$ cat src/verilog/irq_latch_map.svh
`ifndef IRQ_LATCH_MAP_SVH
`define IRQ_LATCH_MAP_SVH

// ************************************************************
// Register byte addresses
// ************************************************************
`define REQ_BANK0_ADDR   12'hfc0
`define EN_HIGH0_ADDR    12'hfc1
`define EN_LOW0_ADDR     12'hfc2
`define REQ_BANK1_ADDR   12'hfc3
`define EN_HIGH1_ADDR    12'hfc4
`define EN_LOW1_ADDR     12'hfc5
`define REQ_BANK2_ADDR   12'hfc6
`define EN_HIGH2_ADDR    12'hfc7
`define EN_LOW2_ADDR     12'hfc8
`define GATE_CTRL_ADDR   12'hfe0
`define EVT_STATUS_ADDR  12'hfe1
`define EVT_CLEAR_ADDR   12'hfe2
`define EVT_ENABLE_ADDR  12'hfe3

// ************************************************************
// Implemented bits and reset values
// ************************************************************
`define BANK0_MASK       8'h79
`define BANK1_MASK       8'hff
`define BANK2_MASK       8'h0f
`define BYTE_RESET       8'h00
`define BYTE_ZERO        8'h00
`define EVT_MASK         8'h07

// ************************************************************
// Field positions
// ************************************************************
`define GATE_BIT         0
`define EVT_OVERRUN_BIT  0
`define EVT_ACK_BIT      1
`define EVT_STRAY_BIT    2

// ************************************************************
// Acknowledge bank codes
// ************************************************************
`define ACK_BANK0        2'h0
`define ACK_BANK1        2'h1
`define ACK_BANK2        2'h2

`endif

$ cat src/verilog/irq_latch_pkg.sv
package irq_latch_pkg;

  typedef logic [7:0]  byte_t;
  typedef logic [11:0] addr_t;

  typedef struct packed {
    logic  wr;
    logic  rd;
    addr_t addr;
    byte_t wdata;
  } reg_req_t;

  typedef struct packed {
    logic       timer_one_request;
    logic       timer_zero_request;
    logic       serial_receive_request;
    logic       serial_transmit_request;
    logic       converter_request;
    logic       porta_pin7_or_voltage_request;
    logic       porta_pin6_or_comparator_request;
    logic [5:0] porta_pin_request;
    logic [3:0] portc_pin_request;
  } source_pulse_t;

  typedef struct packed {
    logic       valid;
    logic [1:0] bank;
    logic [2:0] bit_sel;
  } core_ack_t;

  typedef struct packed {
    logic enable_instr;
    logic iret_instr;
    logic disable_instr;
    logic trap;
  } gate_ctrl_t;

  typedef struct packed {
    byte_t bank2;
    byte_t bank1;
    byte_t bank0;
  } req_vec_t;

endpackage

$ cat src/verilog/request_bank.sv
`include "irq_latch_map.svh"

module request_bank #(
  parameter irq_latch_pkg::byte_t IMPL_MASK = `BANK1_MASK
) (
  input  wire logic                 core_clk_i,
  input  wire logic                 reset_n_i,
  input  wire logic                 ce_i,
  input  wire irq_latch_pkg::byte_t hw_set_i,
  input  wire logic                 sw_wr_i,
  input  wire irq_latch_pkg::byte_t sw_data_i,
  input  wire irq_latch_pkg::byte_t ack_clr_i,
  output      irq_latch_pkg::byte_t bank_q_o,
  output      logic                 overrun_o
);
  import irq_latch_pkg::*;

  byte_t bank_q;
  byte_t bank_d;
  byte_t held;
  byte_t hw_m;

  // Hardware pulse is ORed last so it survives a clear in the same cycle
  assign hw_m   = hw_set_i & IMPL_MASK;
  assign held   = sw_wr_i ? sw_data_i : bank_q;
  assign bank_d = ((held & ~ack_clr_i) | hw_m) & IMPL_MASK;
  assign bank_q_o  = bank_q;
  assign overrun_o = |(hw_m & bank_q);

  always_ff @(posedge core_clk_i)
  begin
    if (!reset_n_i)
      bank_q <= `BYTE_RESET;
    else if (ce_i)
      bank_q <= bank_d;
  end
endmodule

$ cat src/verilog/master_gate.sv
`include "irq_latch_map.svh"

module master_gate (
  input  wire logic core_clk_i,
  input  wire logic reset_n_i,
  input  wire logic ce_i,
  input  wire logic set_i,
  input  wire logic clr_i,
  output      logic gate_o
);
  import irq_latch_pkg::*;

  logic gate_q;
  logic gate_d;

  // Clear wins: a disable or trap must never be undone by a racing enable
  assign gate_d = clr_i ? 1'b0 : (set_i ? 1'b1 : gate_q);
  assign gate_o = gate_q;

  always_ff @(posedge core_clk_i)
  begin
    if (!reset_n_i)
      gate_q <= 1'b0;
    else if (ce_i)
      gate_q <= gate_d;
  end
endmodule

$ cat src/verilog/interrupt_request_latch.sv
`include "irq_latch_map.svh"

module interrupt_request_latch (
  input  wire logic                         core_clk_i,
  input  wire logic                         reset_n_i,
  input  wire logic                         ce_i,
  input  wire irq_latch_pkg::reg_req_t      reg_req_i,
  output      irq_latch_pkg::byte_t         reg_rdata_o,
  input  wire irq_latch_pkg::source_pulse_t pulses_i,
  input  wire irq_latch_pkg::gate_ctrl_t    gate_ctrl_i,
  input  wire irq_latch_pkg::core_ack_t     ack_i,
  output      logic                         master_gate_o,
  output      logic                         vectored_request_o,
  output      irq_latch_pkg::req_vec_t      request_bits_o,
  output      irq_latch_pkg::req_vec_t      enable_high_o,
  output      irq_latch_pkg::req_vec_t      enable_low_o,
  output      logic                         intr_o
);
  import irq_latch_pkg::*;

  // ************************************************************
  // Helper functions
  // ************************************************************
  function automatic byte_t ack_onehot(input core_ack_t a, input logic [1:0] bank);
    byte_t v;
    v = `BYTE_ZERO;
    if (a.valid && a.bank == bank)
      v[a.bit_sel] = 1'b1;
    return v;
  endfunction

  // Nonzero pair means enabled at some level
  function automatic req_vec_t pair_enabled(input req_vec_t hi, input req_vec_t lo);
    return hi | lo;
  endfunction

  // ************************************************************
  // Address decode
  // ************************************************************
  wire logic wr = reg_req_i.wr;
  wire logic rd = reg_req_i.rd;
  wire addr_t adr = reg_req_i.addr;
  wire byte_t wdat = reg_req_i.wdata;

  wire logic wr_bank0 = wr && (adr == `REQ_BANK0_ADDR);
  wire logic wr_bank1 = wr && (adr == `REQ_BANK1_ADDR);
  wire logic wr_bank2 = wr && (adr == `REQ_BANK2_ADDR);
  wire logic wr_enh0  = wr && (adr == `EN_HIGH0_ADDR);
  wire logic wr_enl0  = wr && (adr == `EN_LOW0_ADDR);
  wire logic wr_enh1  = wr && (adr == `EN_HIGH1_ADDR);
  wire logic wr_enl1  = wr && (adr == `EN_LOW1_ADDR);
  wire logic wr_enh2  = wr && (adr == `EN_HIGH2_ADDR);
  wire logic wr_enl2  = wr && (adr == `EN_LOW2_ADDR);
  wire logic wr_gate  = wr && (adr == `GATE_CTRL_ADDR);
  wire logic wr_eclr  = wr && (adr == `EVT_CLEAR_ADDR);
  wire logic wr_eena  = wr && (adr == `EVT_ENABLE_ADDR);

  // ************************************************************
  // Source pulse routing
  // ************************************************************
  // Sources pulse for one cycle; a held level would simply re-set the bit
  wire byte_t set_bank0 = {1'b0,
                           pulses_i.timer_one_request,
                           pulses_i.timer_zero_request,
                           pulses_i.serial_receive_request,
                           pulses_i.serial_transmit_request,
                           2'b00,
                           pulses_i.converter_request};
  wire byte_t set_bank1 = {pulses_i.porta_pin7_or_voltage_request,
                           pulses_i.porta_pin6_or_comparator_request,
                           pulses_i.porta_pin_request};
  wire byte_t set_bank2 = {4'h0, pulses_i.portc_pin_request};

  wire byte_t clr_bank0 = ack_onehot(ack_i, `ACK_BANK0);
  wire byte_t clr_bank1 = ack_onehot(ack_i, `ACK_BANK1);
  wire byte_t clr_bank2 = ack_onehot(ack_i, `ACK_BANK2);

  // ************************************************************
  // Request banks
  // ************************************************************
  byte_t bank0_q;
  byte_t bank1_q;
  byte_t bank2_q;
  logic  ovr0;
  logic  ovr1;
  logic  ovr2;

  request_bank #(.IMPL_MASK(`BANK0_MASK)) u_bank0 (
    .core_clk_i (core_clk_i),
    .reset_n_i  (reset_n_i),
    .ce_i       (ce_i),
    .hw_set_i   (set_bank0),
    .sw_wr_i    (wr_bank0),
    .sw_data_i  (wdat),
    .ack_clr_i  (clr_bank0),
    .bank_q_o   (bank0_q),
    .overrun_o  (ovr0)
  );

  request_bank #(.IMPL_MASK(`BANK1_MASK)) u_bank1 (
    .core_clk_i (core_clk_i),
    .reset_n_i  (reset_n_i),
    .ce_i       (ce_i),
    .hw_set_i   (set_bank1),
    .sw_wr_i    (wr_bank1),
    .sw_data_i  (wdat),
    .ack_clr_i  (clr_bank1),
    .bank_q_o   (bank1_q),
    .overrun_o  (ovr1)
  );

  request_bank #(.IMPL_MASK(`BANK2_MASK)) u_bank2 (
    .core_clk_i (core_clk_i),
    .reset_n_i  (reset_n_i),
    .ce_i       (ce_i),
    .hw_set_i   (set_bank2),
    .sw_wr_i    (wr_bank2),
    .sw_data_i  (wdat),
    .ack_clr_i  (clr_bank2),
    .bank_q_o   (bank2_q),
    .overrun_o  (ovr2)
  );

  wire req_vec_t req_all = '{bank2: bank2_q, bank1: bank1_q, bank0: bank0_q};

  // ************************************************************
  // Enable pairs
  // ************************************************************
  req_vec_t en_high_q;
  req_vec_t en_low_q;

  always_ff @(posedge core_clk_i)
  begin
    if (!reset_n_i)
    begin
      en_high_q <= '0;
      en_low_q  <= '0;
    end
    else if (ce_i)
    begin
      if (wr_enh0) en_high_q.bank0 <= wdat & `BANK0_MASK;
      if (wr_enl0) en_low_q.bank0  <= wdat & `BANK0_MASK;
      if (wr_enh1) en_high_q.bank1 <= wdat & `BANK1_MASK;
      if (wr_enl1) en_low_q.bank1  <= wdat & `BANK1_MASK;
      if (wr_enh2) en_high_q.bank2 <= wdat & `BANK2_MASK;
      if (wr_enl2) en_low_q.bank2  <= wdat & `BANK2_MASK;
    end
  end

  wire req_vec_t enabled_pending = req_all & pair_enabled(en_high_q, en_low_q);

  // ************************************************************
  // Master gate
  // ************************************************************
  // Watchdog and oscillator-fail traps arrive only as gate_ctrl_i.trap;
  // they never pass through the banks or enable pairs
  wire logic gate_set = gate_ctrl_i.enable_instr || gate_ctrl_i.iret_instr ||
                        (wr_gate && wdat[`GATE_BIT]);
  wire logic gate_clr = gate_ctrl_i.disable_instr || gate_ctrl_i.trap || ack_i.valid ||
                        (wr_gate && !wdat[`GATE_BIT]);
  logic gate;

  master_gate u_gate (
    .core_clk_i (core_clk_i),
    .reset_n_i  (reset_n_i),
    .ce_i       (ce_i),
    .set_i      (gate_set),
    .clr_i      (gate_clr),
    .gate_o     (gate)
  );

  // Gate shut: bits keep latching, only forwarding stops
  assign vectored_request_o = gate && (enabled_pending != '0);
  assign master_gate_o      = gate;
  assign request_bits_o     = req_all;
  assign enable_high_o      = en_high_q;
  assign enable_low_o       = en_low_q;

  // ************************************************************
  // Event status and interrupt line
  // ************************************************************
  wire logic stray_ack = ack_i.valid &&
    (((clr_bank0 & bank0_q) | (clr_bank1 & bank1_q) | (clr_bank2 & bank2_q)) == `BYTE_ZERO);
  wire byte_t evt_raw = {5'h00, stray_ack, ack_i.valid, (ovr0 || ovr1 || ovr2)};

  byte_t evt_status_q;
  byte_t evt_enable_q;
  // Set after clear so a same-cycle event survives the clear
  wire byte_t evt_clr = wr_eclr ? wdat : `BYTE_ZERO;
  wire byte_t evt_status_d = ((evt_status_q & ~evt_clr) | evt_raw) & `EVT_MASK;

  always_ff @(posedge core_clk_i)
  begin
    if (!reset_n_i)
    begin
      evt_status_q <= `BYTE_RESET;
      evt_enable_q <= `BYTE_RESET;
    end
    else if (ce_i)
    begin
      evt_status_q <= evt_status_d;
      if (wr_eena)
        evt_enable_q <= wdat & `EVT_MASK;
    end
  end

  assign intr_o = (evt_status_q & evt_enable_q) != `BYTE_ZERO;

  // ************************************************************
  // Read path
  // ************************************************************
  // Reads have no side effects; polling is safe with the gate shut
  byte_t rd_mux;
  byte_t rdata_q;

  always_comb
  begin
    if (adr == `REQ_BANK0_ADDR)
      rd_mux = bank0_q;
    else if (adr == `REQ_BANK1_ADDR)
      rd_mux = bank1_q;
    else if (adr == `REQ_BANK2_ADDR)
      rd_mux = bank2_q;
    else if (adr == `EN_HIGH0_ADDR)
      rd_mux = en_high_q.bank0;
    else if (adr == `EN_LOW0_ADDR)
      rd_mux = en_low_q.bank0;
    else if (adr == `EN_HIGH1_ADDR)
      rd_mux = en_high_q.bank1;
    else if (adr == `EN_LOW1_ADDR)
      rd_mux = en_low_q.bank1;
    else if (adr == `EN_HIGH2_ADDR)
      rd_mux = en_high_q.bank2;
    else if (adr == `EN_LOW2_ADDR)
      rd_mux = en_low_q.bank2;
    else if (adr == `GATE_CTRL_ADDR)
      rd_mux = {7'h00, gate};
    else if (adr == `EVT_STATUS_ADDR)
      rd_mux = evt_status_q;
    else if (adr == `EVT_ENABLE_ADDR)
      rd_mux = evt_enable_q;
    else
      rd_mux = `BYTE_ZERO;
  end

  always_ff @(posedge core_clk_i)
  begin
    if (!reset_n_i)
      rdata_q <= `BYTE_ZERO;
    else if (ce_i)
      rdata_q <= rd ? rd_mux : `BYTE_ZERO;
  end

  assign reg_rdata_o = rdata_q;
endmodule

$ cat config.mk
export PLATFORM = sky130hd
export DESIGN_NAME = interrupt_request_latch
export DESIGN_NICKNAME = d
export VERILOG_FILES = /design/src/verilog/irq_latch_pkg.sv /design/src/verilog/request_bank.sv /design/src/verilog/master_gate.sv /design/src/verilog/interrupt_request_latch.sv
export VERILOG_INCLUDE_DIRS = /design/src /design/src/verilog
export SDC_FILE = /design/constraint.sdc
export NUM_CORES = 1
export LEC_CHECK = 0
export CORE_MARGIN = 2
export CORE_UTILIZATION = 65
export DETAILED_ROUTE_END_ITERATION = 12
export DONT_BUFFER_PORTS = 1
export GPL_TIMING_DRIVEN = 0
export HOLD_SLACK_MARGIN = 0.03
export PLACE_DENSITY = 0.84
export SYNTH_ARGS = -nofsm -noshare
export SYNTH_HDL_FRONTEND = slang
export SYNTH_SLANG_ARGS = --single-unit
$ cat constraint.sdc
create_clock -name core_clk_i -period 4.2 [get_ports core_clk_i]
set_input_delay 0.42 -clock core_clk_i [delete_from_list [all_inputs] [get_ports core_clk_i]]
set_output_delay 0.42 -clock core_clk_i [all_outputs]
set_load 0.02 [all_outputs]
==> results.py <==
metrics = {
    "outcome": {
        "status": "complete, no violations",
    },
    "floorplanning": {
        "die_x_um": 88.22,
        "die_h_um": 88.22,
        "start_util_pct": 67.49,
        "rows": 30,
        "core_um2": 6832,
        "dieArea_um2": 7783,
        "io_pins": 135,
    },
    "sta": {
        "fin_crit_ns": 2.461,
        "fin_skew_ns": 0.01284,
        "hold_viol": 0,
        "hold-worst-slack_ns": 0.1969,
        "setup_violations": 0,
        "slew_headroom_pct": 36.53,
        "tns_ns": 0,
        "rsz0062_at_grt": "false",
        "fmax_mhz": 406.4,
        "setup_ws_ns": 1.739,
        "period_share_pct": 58.59,
        "worst_slew_pin_slew_ns": 0.9433,
        "finalMaxSlewViolations": 0,
    },
    "clock_network": {
        "cts_resized": 0,
        "clk_latency_ns": 0.35,
        "numCtsBuffers": 9,
        "path_clk_slew_ns": 0.08,
        "htreeDepth": 3,
        "cts_hold_buf": 0,
        "cts_setup_buffers": 0,
        "cts_tree": "built",
        "cts_max_path_buffers": 2,
        "cts_root_buf": "clkbuf_8",
        "cts.sinks": 66,
    },
    "routing": {
        "met1_length_um": 6471,
        "viasPerCell": 7.110,
        "drt_iter0_markers": 741,
        "top_layer_used": "met5",
        "dr.pass1.iters": 6,
        "drtAntennaViolNets": 0,
        "num_vias": 4991,
        "wl_per_cell_um": 24.22,
        "drc": 0,
        "wl_um": 17000,
        "wl_met3_um": 2525,
        "met2_wirelength_um": 7145,
    },
    "critical_path": {
        "crit_fanout": 4,
        "cp_slowest_cell": "dfxtp_1",
        "cp.required_ns": 3.78,
        "cp-end-kind": "primary output",
        "cp_cell_sequence": "o21ai_0 -> nand4_1 -> nor4_1 -> a41oi_1",
        "crit_family": "compound AO/OA/AOI/OAI gates",
        "critical_path.n_buffers_inverters": 0,
        "cpPeakStageDelay_ns": 0.42,
        "crit_type": "reg2out",
        "cp-start-kind": "flip-flop",
        "arrival_ns": 2.04,
    },
    "placed_design": {
        "io_buffers": 0,
        "place_ws_ns": 1.913,
        "routabilityCongestion": 1.070,
        "dpl.cell_count": 686,
        "hpwl_um": 12570,
    },
    "power_and_ir_drop": {
        "power_frac_comb_pct": 14.0,
        "switching_share_pct": 30.73,
        "p_switching_w": 0.0004695,
        "p_per_area_nw_per_um2": 303.7,
        "ir_drop_v": 0.0002027,
        "pwr-share-clk_pct": 40.9,
        "p_leak_nw": 1.836,
        "p_int_w": 0.001058,
        "power_frac_seq_pct": 45.1,
    },
    "grt": {
        "grt_max_degree": 14,
        "overflow": 0,
        "grt_pass1_wl_um": 24910,
        "antenna_found_initial": 1,
        "gr-usage-all-layers_pct": 43.02,
        "grt_pass1_vias": 4416,
    },
    "synth": {
        "synth_cells": 570,
        "async_flop_share_pct": 0,
        "ys_seq_area_share_pct": 28.66,
        "yosysWarnings": 0,
        "synth.avg_cell_area_um2": 8.089,
        "synth.cell_area_um2": 4611,
        "synth_edf_count": 0,
        "ys_ff_latch": 66,
        "synthFlopType": "dfxtp_1",
        "yosysUniqueCellTypes": 74,
    },
    "layout": {
        "layout-drive-gt1-share_pct": 13.20,
        "n_antenna_cell": 0,
        "nets": 653,
        "final_util_pct": 73.63,
        "fillers": 567,
        "stdcell_count": 702,
        "seqCellArea_um2": 1321,
        "syn_to_final_growth_pct": 9.091,
        "multi_input_area_um2": 2985,
    },
    "job": {
        "max_cap_viol_count": 0,
    },
    "min_path": {
        "worstHoldPathType": "in2reg",
    },
}
[registers in the layout (all words and copies together), names as in the netlist]
signal	flops
evt_enable_q	3
u_gate.gate_o	1
reg_rdata_o	8
u_bank1.bank_q_o	8
enable_high_o	17
u_bank0.bank_q_o	5
evt_status_q	3
u_bank2.bank_q_o	4
enable_low_o	17
[synth_stat cells (all sizes together), types with 4 or more instances]
library cell,number,share of area (%)
clkbuf,20,1.6
a21boi,15,2.4
nand4bb,4,0.98
buf,35,5.0
mux2,11,2.7
or3,5,1.0
a21oi,15,1.6
nor4,6,1.5
mux2i,26,5.6
a22oi,12,2.0
nand3,12,1.4
nand4,6,0.81
o211ai,5,0.81
o21ai,63,6.8
a32o,6,1.3
dfxtp,66,29
inv,19,1.5
nor2b,34,4.6
a31oi,7,0.95
nor3b,5,1.1
and3,5,0.71
o31ai,17,2.8
o21a,7,1.1
nand2,60,4.9
nand3b,5,0.81
nor3,10,2.0
nand2b,8,1.1
a211oi,6,0.98
nor2,31,2.9
a221oi,11,2.1
[metal layers]
metal,GRT usage [%],vias to the layer above
li1,-,2131
met1,59.58,2283
met2,61.45,485
met3,12.69,90
met4,20.25,2
met5,0,-
[power by group through the flow]
stage	clock network [W]	registers, W	logic (W)
floorplan	0	0.000684	0.000161
global placement	0	0.000701	0.000199
detailed placement	0	0.000701	0.000203
CTS	0.000618	0.000686	0.000204
global route	0.000642	0.000689	0.000227
finish	0.000624	0.000689	0.000214
[cell usage in the layout, fill, tap and decap left out, drive strengths merged, types with 3 or more instances in the layout]
cell	count
mux2	11
nor4	6
o31ai	17
nor3	10
nand3b	5
nand2	60
conb	21
and2	3
a31oi	7
clkinv	3
nor3b	5
nand4bb	4
a32o	6
or3	5
a21oi	15
a22o	3
a211oi	6
nor2b	34
a21boi	15
clkbuf	29
dfxtp	66
o21ai	63
o211ai	5
a22oi	12
inv	21
a221oi	11
nand4	6
and3	5
o21a	7
nand3	12
nand4b	3
mux2i	26
nor2	31
buf	35
o41ai	3
nand2b	8
[logic make-up (layout without fill, tap and decap cells)]
| logic type | count (synthesis) | in the layout | share of synthesized area (%) |
|---|---|---|---|
| buf+inv | 74 | 90 | 8.223 |
| compound gates | 186 | 186 | 27.22 |
| xor+xnor | 1 | 1 | 0.1900 |
| mux | 39 | 39 | 9.308 |
| flops | 66 | 66 | 28.66 |
| other cells | 1 | 21 | 0.08133 |
| simple gates | 203 | 203 | 26.32 |
[path summary, 6_finish.rpt]
check | slack (ns) | cells past startpoint | endpoint | startpoint
max | 1.74 | 4 | vectored_request_o | enable_high_o[18]
min | 0.20 | 2 | enable_high_o[6] | reg_req_i[6]
max reg2reg | 2.18 | 5 | evt_status_q[0] | u_bank2.bank_q_o[0]
min reg2reg | 0.51 | 2 | evt_status_q[0] | evt_status_q[0]
[through the flow]
step / total power, W / instance area [um^2]
after floorplan: 0.0008452 / 4686
after global placement: 0.0008998 / 4806
after detailed placement: 0.0009044 / 4806
after CTS: 0.001508 / 5030
after global routing: 0.001558 / 5030
final: 0.001528 / 5030
[area by class of cell]
| type | count | share of cell area (%) |
|---|---|---|
| sequential | 66 | 26.27 |
| clock buffer | 9 | 2.463 |
| buffer | 55 | 6.119 |
| clock inverter | 7 | 1.990 |
| multi-input combinational | 450 | 59.35 |
| tap | 96 | 2.388 |
| inverter | 19 | 1.418 |
Note: power is estimated with default switching activity, not from simulation.
